**src/shared/odtc_pkg.sv**
```systemverilog
// Package for the on-chip debug trigger and capture block
package odtc_pkg;

  // ------------------------------------------------------------------
  // Register map (byte addresses on the Wishbone slave)
  // ------------------------------------------------------------------
  localparam logic [5:0] ODTC_ADDR_CTRL = 6'h00;
  localparam logic [5:0] ODTC_ADDR_CMPA = 6'h04;
  localparam logic [5:0] ODTC_ADDR_CMPB = 6'h08;
  localparam logic [5:0] ODTC_ADDR_FIFO = 6'h0c;
  localparam logic [5:0] ODTC_ADDR_STAT = 6'h10;
  localparam logic [5:0] ODTC_ADDR_IRQS = 6'h14;
  localparam logic [5:0] ODTC_ADDR_IRQM = 6'h18;
  localparam logic [5:0] ODTC_ADDR_BFRC = 6'h1c;

  // ------------------------------------------------------------------
  // Control register fields
  // ------------------------------------------------------------------
  localparam int ODTC_CTRL_ARM = 0;
  localparam int ODTC_CTRL_CMP_A_RW_QUALIFY_ENABLE = 1;
  localparam int ODTC_CTRL_RWA = 2;
  localparam int ODTC_CTRL_RWBEN = 3;
  localparam int ODTC_CTRL_RWB = 4;
  localparam int ODTC_CTRL_OPC = 5;
  localparam int ODTC_CTRL_MODE_LO = 8;
  localparam int ODTC_CTRL_MODE_HI = 10;
  localparam logic [31:0] ODTC_CTRL_RESET = 32'h0000_0000;
  localparam logic [31:0] ODTC_CTRL_MASK = 32'h0000_073f;

  // Trigger modes
  localparam logic [2:0] ODTC_MODE_BRK_A = 3'h0;
  localparam logic [2:0] ODTC_MODE_STORE_AB = 3'h1;
  localparam logic [2:0] ODTC_MODE_BEGIN_A = 3'h2;
  localparam logic [2:0] ODTC_MODE_END_A = 3'h3;
  localparam logic [2:0] ODTC_MODE_IN_RANGE = 3'h4;
  localparam logic [2:0] ODTC_MODE_OUT_RANGE = 3'h5;
  localparam logic [2:0] ODTC_MODE_A_AND_DATA = 3'h6;
  localparam logic [2:0] ODTC_MODE_BRK_A_OR_B = 3'h7;

  // ------------------------------------------------------------------
  // Interrupt status bits
  // ------------------------------------------------------------------
  localparam int ODTC_IRQ_BRK = 0;
  localparam int ODTC_IRQ_FULL = 1;
  localparam int ODTC_IRQ_CAPT = 2;
  localparam int ODTC_IRQ_W = 3;

  // Fifo geometry and count values
  localparam int ODTC_FIFO_DEPTH = 8;
  localparam int ODTC_CNT_W = 4;
  localparam int ODTC_WORD_W = 16;
  localparam logic [3:0] ODTC_CNT_FULL = 4'h8;
  localparam logic [3:0] ODTC_CNT_ONE = 4'h1;

  // CPU bus snapshot
  typedef struct packed {
    logic [15:0] addr;
    logic [7:0] wdata;
    logic [7:0] rdata;
    logic rw;
    logic valid;
    logic opc_exec;
    logic cof;
  } odtc_cpu_bus_t;

  // Boot mode states
  typedef enum logic [2:0] {
    ODTC_BOOT_RESET = 3'b001,
    ODTC_BOOT_USER = 3'b010,
    ODTC_BOOT_BGND = 3'b100
  } odtc_boot_t;

endpackage

```
**src/design/odtc_top.sv**
```systemverilog
// Debug trigger and capture unit with boot mode selection and Wishbone registers
//
// Contract
// - After a power-on reset the block enters background mode if the debug wire is low at release.
// - Background is also forced when the force bit is set while the debug wire is already low in the next cycle.
// - Pin and error resets ignore the debug wire and start in user mode.
// - A capture FIFO holds eight entries of address or data words.
// - The debug tool reaches the control registers and the FIFO over the register port.
// - Two 16-bit comparators each may be qualified by read/write, each with its own enable.
// - With opcode tracking, a match counts only when the instruction is really executed.
// - The comparators do magnitude tests for inside and outside range modes.
// - Both comparators are disabled during every background controller access.
// - Comparator A always looks at the 16-bit CPU address.
// - Comparator B looks at the address or the 8-bit data bus, as the mode chooses.
// - In address plus data modes B uses write data when the A enable is 1 and select 0.
// - A qualified match breaks, stores data, begins trace or ends trace per the mode.
// - FIFO entries are read out in the order they were stored.
// - Status reports the count of valid words, updated as each word is stored.
// - Disarming before full with a nonzero count shifts the stored data by one.
`timescale 1ns/1ps
module odtc_top
  import odtc_pkg::*;
#(
  parameter int DEPTH = ODTC_FIFO_DEPTH
) (
  input wire logic CLK,
  input wire logic RST,
  input wire logic CE,
  input wire logic POR_RESET,
  input wire logic PIN_RESET,
  input wire logic ERR_RESET,
  input wire logic DEBUG_WIRE_PIN,
  input wire logic BDC_ACCESS,
  input wire odtc_cpu_bus_t CPU_BUS,
  output logic BACKGROUND_MODE,
  output logic CPU_BREAK,
  output logic IRQ,
  input wire logic WB_CYC,
  input wire logic WB_STB,
  input wire logic WB_WE,
  input wire logic [5:0] WB_ADR,
  input wire logic [3:0] WB_SEL,
  input wire logic [31:0] WB_DAT_I,
  output logic [31:0] WB_DAT_O,
  output logic WB_ACK
);

  // ------------------------------------------------------------------
  // Registers and state
  // ------------------------------------------------------------------
  logic [31:0] ctrl;
  logic [15:0] cmpa_val;
  logic [15:0] cmpb_val;
  logic force_bgnd;
  logic [ODTC_IRQ_W-1:0] irq_stat;
  logic [ODTC_IRQ_W-1:0] irq_mask;
  logic [ODTC_WORD_W-1:0] fifo_mem [DEPTH];
  logic [ODTC_CNT_W-1:0] fifo_valid_word_count;
  logic [ODTC_CNT_W-1:0] rd_ptr;
  logic tracing;
  logic was_por;
  odtc_boot_t boot_state;

  logic wb_req;
  logic wb_wr;
  logic wb_rd;
  logic rd_fifo;
  logic rd_irq;
  logic [2:0] mode;
  logic cmp_ok;
  logic a_eq;
  logic a_ge;
  logic a_le;
  logic b_eq;
  logic b_ge;
  logic b_le;
  logic addr_mode_b;
  logic [15:0] b_bus;
  logic exec_ok;
  logic hit;
  logic do_break;
  logic do_store;
  logic [15:0] store_word;
  logic fifo_full;
  logic disarm;
  logic [ODTC_IRQ_W-1:0] irq_evt;

  assign mode = ctrl[ODTC_CTRL_MODE_HI:ODTC_CTRL_MODE_LO];
  assign wb_req = WB_CYC && WB_STB && !WB_ACK;
  assign wb_wr = wb_req && WB_WE && CE;
  assign wb_rd = wb_req && !WB_WE && CE;
  assign rd_fifo = wb_rd && (WB_ADR == ODTC_ADDR_FIFO);
  assign rd_irq = wb_rd && (WB_ADR == ODTC_ADDR_IRQS);
  assign fifo_full = (fifo_valid_word_count == ODTC_CNT_FULL);
  assign disarm = wb_wr && (WB_ADR == ODTC_ADDR_CTRL) && WB_SEL[0]
                  && !WB_DAT_I[ODTC_CTRL_ARM] && ctrl[ODTC_CTRL_ARM];

  // ------------------------------------------------------------------
  // Boot mode selection
  // ------------------------------------------------------------------
  // The pin is sampled on the cycle reset is released; only power-on counts.
  always_ff @(posedge CLK) begin
    if (RST) begin
      boot_state <= ODTC_BOOT_RESET;
      was_por <= 1'b0;
    end else if (CE) begin
      case (boot_state)
        ODTC_BOOT_RESET: begin
          if (POR_RESET) begin
            was_por <= 1'b1;
          end else if (PIN_RESET || ERR_RESET) begin
            was_por <= 1'b0;
          end else if (was_por && !DEBUG_WIRE_PIN) begin
            boot_state <= ODTC_BOOT_BGND;
          end else begin
            boot_state <= ODTC_BOOT_USER;
          end
        end
        ODTC_BOOT_USER: begin
          if (force_bgnd && !DEBUG_WIRE_PIN) begin
            boot_state <= ODTC_BOOT_BGND;
          end else if (POR_RESET || PIN_RESET || ERR_RESET) begin
            boot_state <= ODTC_BOOT_RESET;
            was_por <= POR_RESET;
          end
        end
        ODTC_BOOT_BGND: begin
          if (POR_RESET || PIN_RESET || ERR_RESET) begin
            boot_state <= ODTC_BOOT_RESET;
            was_por <= POR_RESET;
          end
        end
        default: boot_state <= ODTC_BOOT_RESET;
      endcase
    end
  end

  assign BACKGROUND_MODE = (boot_state == ODTC_BOOT_BGND);

  // Force bit is consumed by the pin check right after it is written
  always_ff @(posedge CLK) begin
    if (RST) begin
      force_bgnd <= 1'b0;
    end else if (CE) begin
      if (wb_wr && WB_ADR == ODTC_ADDR_BFRC && WB_SEL[0]) begin
        force_bgnd <= WB_DAT_I[0];
      end else if (boot_state == ODTC_BOOT_USER) begin
        force_bgnd <= 1'b0;
      end
    end
  end

  // ------------------------------------------------------------------
  // Comparators
  // ------------------------------------------------------------------
  assign cmp_ok = CPU_BUS.valid && !BDC_ACCESS;
  assign addr_mode_b = (mode != ODTC_MODE_A_AND_DATA) && (mode != ODTC_MODE_STORE_AB);
  // Address in address modes; in data modes write data only when A is qualified to writes, read data otherwise
  assign b_bus = addr_mode_b ? CPU_BUS.addr :
                 (ctrl[ODTC_CTRL_CMP_A_RW_QUALIFY_ENABLE] && !ctrl[ODTC_CTRL_RWA]) ?
                 {8'h00, CPU_BUS.wdata} : {8'h00, CPU_BUS.rdata};
  assign exec_ok = !ctrl[ODTC_CTRL_OPC] || CPU_BUS.opc_exec;

  odtc_cmp #(.W(16)) u_cmp_a (
    .ref_val(cmpa_val),
    .bus_val(CPU_BUS.addr),
    .rw_en(ctrl[ODTC_CTRL_CMP_A_RW_QUALIFY_ENABLE]),
    .rw_sel(ctrl[ODTC_CTRL_RWA]),
    .bus_rw(CPU_BUS.rw),
    .bus_ok(cmp_ok),
    .eq(a_eq),
    .ge(a_ge),
    .le(a_le)
  );

  odtc_cmp #(.W(16)) u_cmp_b (
    .ref_val(addr_mode_b ? cmpb_val : {8'h00, cmpb_val[7:0]}),
    .bus_val(b_bus),
    .rw_en(ctrl[ODTC_CTRL_RWBEN]),
    .rw_sel(ctrl[ODTC_CTRL_RWB]),
    .bus_rw(CPU_BUS.rw),
    .bus_ok(cmp_ok),
    .eq(b_eq),
    .ge(b_ge),
    .le(b_le)
  );

  // ------------------------------------------------------------------
  // Trigger actions
  // ------------------------------------------------------------------
  always_comb begin
    hit = 1'b0;
    do_break = 1'b0;
    do_store = 1'b0;
    store_word = CPU_BUS.addr;
    if (ctrl[ODTC_CTRL_ARM] && exec_ok) begin
      case (mode)
        ODTC_MODE_BRK_A: begin
          hit = a_eq;
          do_break = a_eq;
        end
        ODTC_MODE_BRK_A_OR_B: begin
          hit = a_eq || b_eq;
          do_break = hit;
        end
        ODTC_MODE_IN_RANGE: begin
          hit = a_ge && b_le;
          do_break = hit;
        end
        ODTC_MODE_OUT_RANGE: begin
          hit = cmp_ok && !(a_ge && b_le);
          do_break = hit;
        end
        ODTC_MODE_STORE_AB: begin
          hit = a_eq;
          do_store = a_eq;
          store_word = {8'h00, (ctrl[ODTC_CTRL_CMP_A_RW_QUALIFY_ENABLE] && !ctrl[ODTC_CTRL_RWA]) ?
                        CPU_BUS.wdata : CPU_BUS.rdata};
        end
        ODTC_MODE_A_AND_DATA: begin
          hit = a_eq && b_eq;
          do_break = hit;
        end
        ODTC_MODE_BEGIN_A, ODTC_MODE_END_A: begin
          hit = a_eq;
          do_store = tracing && CPU_BUS.cof && cmp_ok;
        end
        default: hit = 1'b0;
      endcase
    end
  end

  assign CPU_BREAK = do_break;

  // Trace window: begin opens on A, end closes on A
  always_ff @(posedge CLK) begin
    if (RST) begin
      tracing <= 1'b0;
    end else if (CE) begin
      if (!ctrl[ODTC_CTRL_ARM]) begin
        tracing <= (mode == ODTC_MODE_END_A);
      end else if (hit && mode == ODTC_MODE_BEGIN_A) begin
        tracing <= 1'b1;
      end else if (hit && mode == ODTC_MODE_END_A) begin
        tracing <= 1'b0;
      end
    end
  end

  // ------------------------------------------------------------------
  // Capture FIFO
  // ------------------------------------------------------------------
  // A shift chain keeps read order trivially equal to write order.
  always_ff @(posedge CLK) begin
    if (RST) begin
      fifo_valid_word_count <= '0;
      rd_ptr <= '0;
      for (int i = 0; i < DEPTH; i++) begin
        fifo_mem[i] <= 16'h0000;
      end
    end else if (CE) begin
      if (wb_wr && WB_ADR == ODTC_ADDR_CTRL && WB_SEL[0] && WB_DAT_I[ODTC_CTRL_ARM]
          && !ctrl[ODTC_CTRL_ARM]) begin
        fifo_valid_word_count <= '0;
        rd_ptr <= '0;
      end else if (disarm && !fifo_full
                   && fifo_valid_word_count != '0) begin
        for (int i = 0; i < DEPTH - 1; i++) begin
          fifo_mem[i] <= fifo_mem[i+1];
        end
        fifo_mem[DEPTH-1] <= 16'h0000;
        rd_ptr <= 4'(DEPTH) - fifo_valid_word_count;
      end else if (do_store && !fifo_full) begin
        for (int i = 0; i < DEPTH - 1; i++) begin
          fifo_mem[i] <= fifo_mem[i+1];
        end
        fifo_mem[DEPTH-1] <= store_word;
        fifo_valid_word_count <= fifo_valid_word_count + 4'h1;
      end else if (rd_fifo && !ctrl[ODTC_CTRL_ARM] && rd_ptr < 4'(DEPTH)) begin
        rd_ptr <= rd_ptr + 4'h1;
      end
    end
  end

  // ------------------------------------------------------------------
  // Interrupt flags
  // ------------------------------------------------------------------
  assign irq_evt = {do_store && !fifo_full, do_store && fifo_valid_word_count ==
                    ODTC_CNT_FULL - 4'h1, do_break};

  // An event in the clearing read cycle survives
  always_ff @(posedge CLK) begin
    if (RST) begin
      irq_stat <= '0;
    end else if (CE) begin
      irq_stat <= (rd_irq ? '0 : irq_stat) | irq_evt;
    end
  end

  assign IRQ = |(irq_stat & irq_mask);

  // ------------------------------------------------------------------
  // Wishbone slave
  // ------------------------------------------------------------------
  always_ff @(posedge CLK) begin
    if (RST) begin
      ctrl <= ODTC_CTRL_RESET;
      cmpa_val <= 16'h0000;
      cmpb_val <= 16'h0000;
      irq_mask <= '0;
    end else if (wb_wr) begin
      case (WB_ADR)
        ODTC_ADDR_CTRL: begin
          if (WB_SEL[0]) ctrl[7:0] <= WB_DAT_I[7:0] & ODTC_CTRL_MASK[7:0];
          if (WB_SEL[1]) ctrl[15:8] <= WB_DAT_I[15:8] & ODTC_CTRL_MASK[15:8];
        end
        ODTC_ADDR_CMPA: begin
          if (WB_SEL[0]) cmpa_val[7:0] <= WB_DAT_I[7:0];
          if (WB_SEL[1]) cmpa_val[15:8] <= WB_DAT_I[15:8];
        end
        ODTC_ADDR_CMPB: begin
          if (WB_SEL[0]) cmpb_val[7:0] <= WB_DAT_I[7:0];
          if (WB_SEL[1]) cmpb_val[15:8] <= WB_DAT_I[15:8];
        end
        ODTC_ADDR_IRQM: begin
          if (WB_SEL[0]) irq_mask <= WB_DAT_I[ODTC_IRQ_W-1:0];
        end
        default: ;
      endcase
    end
  end

  always_ff @(posedge CLK) begin
    if (RST) begin
      WB_ACK <= 1'b0;
      WB_DAT_O <= 32'h0000_0000;
    end else if (CE) begin
      WB_ACK <= wb_req;
      WB_DAT_O <= 32'h0000_0000;
      if (wb_rd) begin
        case (WB_ADR)
          ODTC_ADDR_CTRL: WB_DAT_O <= ctrl;
          ODTC_ADDR_CMPA: WB_DAT_O <= {16'h0000, cmpa_val};
          ODTC_ADDR_CMPB: WB_DAT_O <= {16'h0000, cmpb_val};
          ODTC_ADDR_FIFO: begin
            if (!ctrl[ODTC_CTRL_ARM] && rd_ptr < 4'(DEPTH)) begin
              WB_DAT_O <= {16'h0000, fifo_mem[rd_ptr[2:0]]};
            end
          end
          ODTC_ADDR_STAT: WB_DAT_O <= {20'h00000, rd_ptr, 3'h0, tracing,
                                       fifo_valid_word_count};
          ODTC_ADDR_IRQS: WB_DAT_O <= {29'h00000000, irq_stat};
          ODTC_ADDR_IRQM: WB_DAT_O <= {29'h00000000, irq_mask};
          ODTC_ADDR_BFRC: WB_DAT_O <= {31'h00000000, force_bgnd};
          default: WB_DAT_O <= 32'h0000_0000;
        endcase
      end
    end
  end

endmodule // odtc_top

```
**src/design/odtc_cmp.sv**
```systemverilog
// One 16-bit comparator with read/write qualification and magnitude output
`timescale 1ns/1ps
module odtc_cmp
  import odtc_pkg::*;
#(
  parameter int W = 16
) (
  input wire logic [W-1:0] ref_val,
  input wire logic [W-1:0] bus_val,
  input wire logic rw_en,
  input wire logic rw_sel,
  input wire logic bus_rw,
  input wire logic bus_ok,
  output logic eq,
  output logic ge,
  output logic le
);

  logic rw_ok;

  assign rw_ok = !rw_en || (bus_rw == rw_sel);
  assign eq = bus_ok && rw_ok && (bus_val == ref_val);
  assign ge = bus_ok && rw_ok && (bus_val >= ref_val);
  assign le = bus_ok && rw_ok && (bus_val <= ref_val);

endmodule // odtc_cmp

```
**config.mk**
```make
export PLATFORM = sky130hd
export DESIGN_NAME = odtc_top
export DESIGN_NICKNAME = d
export VERILOG_FILES = /design/src/shared/odtc_pkg.sv /design/src/design/odtc_top.sv /design/src/design/odtc_cmp.sv
export SDC_FILE = /design/constraint.sdc
export NUM_CORES = 1
export LEC_CHECK = 0
export BUFFER_PORTS_ARGS = -buffer_cell sky130_fd_sc_hd__buf_2
export CORE_MARGIN = 1
export CORE_UTILIZATION = 29
export CTS_CLUSTER_SIZE = 8
export DETAILED_ROUTE_END_ITERATION = 8
export GPL_TIMING_DRIVEN = 0
export PLACE_DENSITY = 0.43
export SLEW_MARGIN = 20
export SYNTH_ARGS = -nofsm -noshare
export SYNTH_HDL_FRONTEND = slang
export SYNTH_SLANG_ARGS = --single-unit
```
**constraint.sdc**
```tcl
create_clock -name CLK -period 4.51 [get_ports CLK]
set_clock_uncertainty 0.15 [all_clocks]
set_input_delay 0.6765 -clock CLK [delete_from_list [all_inputs] [get_ports CLK]]
set_output_delay 0.6765 -clock CLK [all_outputs]
set_load 0.01 [all_outputs]
```
==> qor.yml <==
cells_and_area:
  area_growth_pct: 21.1
  layout_common_cells: "edfxtp_1, and2_1, buf_2, nor2_1, dfxtp_1"
  n_antenna_cell: 0
  drive_above_1_share: 0.231
  final_common_cell: "edfxtp_1"
  nets: 1224
route:
  drt_first_iter_violations: 540
  wl_met2_um: 15400
  top_layer_used: "met4"
  vias: 7812
  wl_um: 33300
  dr.pass1.iters: 5
  wl_met3_um: 1650
  ant_nets: 0
  route.detailed.drc: 0
  post_drt_wl_per_cell_um: 21.0
  vias_per_cell: 4.92
  wl_met1_um: 15400
sta:
  slew_headroom: 0.378
  period_share: 0.977
  holdWs_ns: 0.221
  hold_viol: 0
  clock.fmax_mhz: 227
  setup_viol: 0
  fin_crit_ns: 4.41
  worst_pin_slew_ns: 0.933
  finalSetupTns_ns: 0
  drv_slew: 0
synthesis:
  synthesis.area_um2: 10900
  synth.distinct_cells: 68
  ys_ff_latch: 209
  ys.flop_type: "edfxtp_1"
  syn_area_per_cell_um2: 11.4
  yosysWarnings: 0
  async_flop_share: 0
  syn_inst: 956
  yosysSeqAreaShare: 0.502
  synth_edf_count: 128
global_route:
  grt_pass1_vias: 7710
  grt_usage: 0.175
  grt_pass1_wl_um: 49700
  grt_max_degree: 49
  overflow: 0
  antenna_found_initial: 0
critical_path:
  cp-start-kind: "register"
  cp.required_ns: 3.68
  critPathMaxFanout: 5
  cp-end-kind: "primary output"
  rr_startpoint: "cmpa_val[15]$_SDFFE_PP0P_"
  worst-setup-path-type: "reg2out"
  reg2reg_slack_ns: 1.02
  crit_path_start: "ctrl[1]$_SDFFE_PP0P_"
  crit_arrival_ns: 3.58
placed_design:
  port_buffers: 88
  gp_congestion: 0.879
  dpl.hpwl_um: 25200
clock_tree:
  tritoncts: "yes"
  cts_max_path_buffers: 3
  htree_levels: 1
  worst_skew_pair.late_latency_ns: 0.56
  cts-buffers-inserted: 30
  path_clk_slew_ns: 0.05
  clock-root-buffer: "clkbuf_16"
  clock-sinks: 209
worst_hold_path:
  hp-start: "WB_DAT_I[7]"
  hp-class: "in2reg"
die:
  rows: 70
  die_area_um2: 38300
  coreArea_um2: 36800
  io_pins: 125
  start_util: 0.296
  die_h_um: 196
  die_x_um: 196
power:
  p_leak_nw: 4.94
  power_density_nw_per_um2: 335
  ir_drop_mv: 0.272
outcome:
  status: "completed"
run:
  maxCapViolCount: 0
-- logic make-up after synthesis --
family,count (synthesis),share of synthesized area
buffers and inverters,106,0.0465
other,1,0.000345
multiplexers,112,0.142
XOR/XNOR,7,0.00564
flip-flops,209,0.502
AND/OR/NAND/NOR,357,0.179
adder cells (fa/ha/maj),36,0.0412
AO/OA/AOI/OAI,128,0.0832
-- Yosys cell counts, types with 3 or more instances --
master / number / area share
nor3b_1: 3 / 0.0021
o21ai_0: 19 / 0.0087
edfxtp_1: 128 / 0.35
mux4_2: 32 / 0.066
and2_1: 116 / 0.067
nor3_1: 9 / 0.0041
nand2b_1: 7 / 0.0040
a211oi_1: 12 / 0.0083
nor2_1: 93 / 0.032
dfxtp_1: 81 / 0.15
buf_4: 16 / 0.011
and3_1: 8 / 0.0046
o2bb2ai_1: 9 / 0.0072
nand2_1: 48 / 0.017
mux2i_1: 64 / 0.059
buf_6: 5 / 0.0052
inv_1: 34 / 0.012
nor2b_1: 23 / 0.013
xor2_1: 5 / 0.0040
a21oi_1: 30 / 0.014
and4_1: 3 / 0.0024
a2bb2oi_1: 6 / 0.0048
buf_1: 6 / 0.0021
buf_2: 8 / 0.0037
clkbuf_1: 37 / 0.013
nor4_1: 3 / 0.0017
a31oi_1: 3 / 0.0017
ha_1: 35 / 0.040
nand4_1: 9 / 0.0052
a222oi_1: 14 / 0.013
or3_1: 3 / 0.0017
mux2_2: 16 / 0.017
o22ai_1: 8 / 0.0046
nand3_1: 11 / 0.0051
a221oi_1: 5 / 0.0040
or2_2: 3 / 0.0017
-- registers in the layout, indices dropped and copies added (netlist names), 4 cells and up, named ones only --
name and count:
fifo_valid_word_count 4, cmpb_val 16, rd_ptr 4, WB_DAT_O 16, cmpa_val 16, fifo_mem 128
ctrl 9
-- worst paths after layout --
check | end | depth (start not counted)
setup reg to reg | fifo_mem[7][4]$_SDFFCE_PN0P_ | 8
hold / removal | cmpa_val[7]$_SDFFE_PP0P_ | 3
setup / recovery | CPU_BREAK | 13
hold reg to reg | WB_DAT_O[5]$_SDFFE_PP0P_ | 2
-- through the flow --
step / total power, W / instance area [um^2] / instances / setup slack [ns] / util
after floorplan: 0.00225 / 10900 / 971 / 0.588 / -
after global placement: 0.00236 / 12000 / 1527 / -0.461 / 0.325
after detailed placement: 0.00236 / 12000 / 1527 / -0.446 / 0.326
after CTS: 0.00447 / 13100 / 1583 / 0.0200 / 0.355
after global routing: 0.00458 / 13200 / 1588 / -0.0219 / 0.358
final: 0.00442 / 13200 / 1588 / 0.104 / 0.358
-- where the power goes --
group	internal (W)	switching, W	leakage, nW
registers	0.00207	0.0000213	1.98
logic	0.0000930	0.000151	2.55
clock network	0.00124	0.000840	0.410
total	0.00340	0.00101	4.94
-- critical path, stage by stage (launching register included) --
cell     delay [ns]
dfxtp_4        0.35
nor2b_4        0.14
buf_6          0.13
buf_12         0.13
mux2i_4        0.24
a21oi_2        0.08
ha_1           0.31
nand4_1        0.12
or4_4          0.59
a32oi_4        0.23
a31oi_2        0.14
or2_4          0.25
o21ba_4        0.19
buf_2          0.14
-- cell type report --
class	count	area [um^2]
Fill cell	3738	23600
Sequential cell	209	5480
Multi-Input combinational cell	656	5170
Clock buffer	50	836
Tap cell	468	586
Timing Repair Buffer	101	576
Buffer	68	380
Inverter	34	128
Clock inverter	2	21.3
-- repair_timing --
| action | in CTS | in global routing |
|---|---|---|
| gates resized for setup | 39 | 14 |
| hold buffers | 0 | 0 |
| setup buffers | 8 | 5 |
| pin swaps | 7 | 11 |
| endpoints found under the setup margin | 1 | 1 |
-- layer usage --
metal	vias to the layer above	global-route usage
met3	43	0.0261
met4	0	0.0506
met1	3795	0.240
li1	3762	-
met5	-	0
met2	212	0.285
Power figures use the tool's default switching activity.
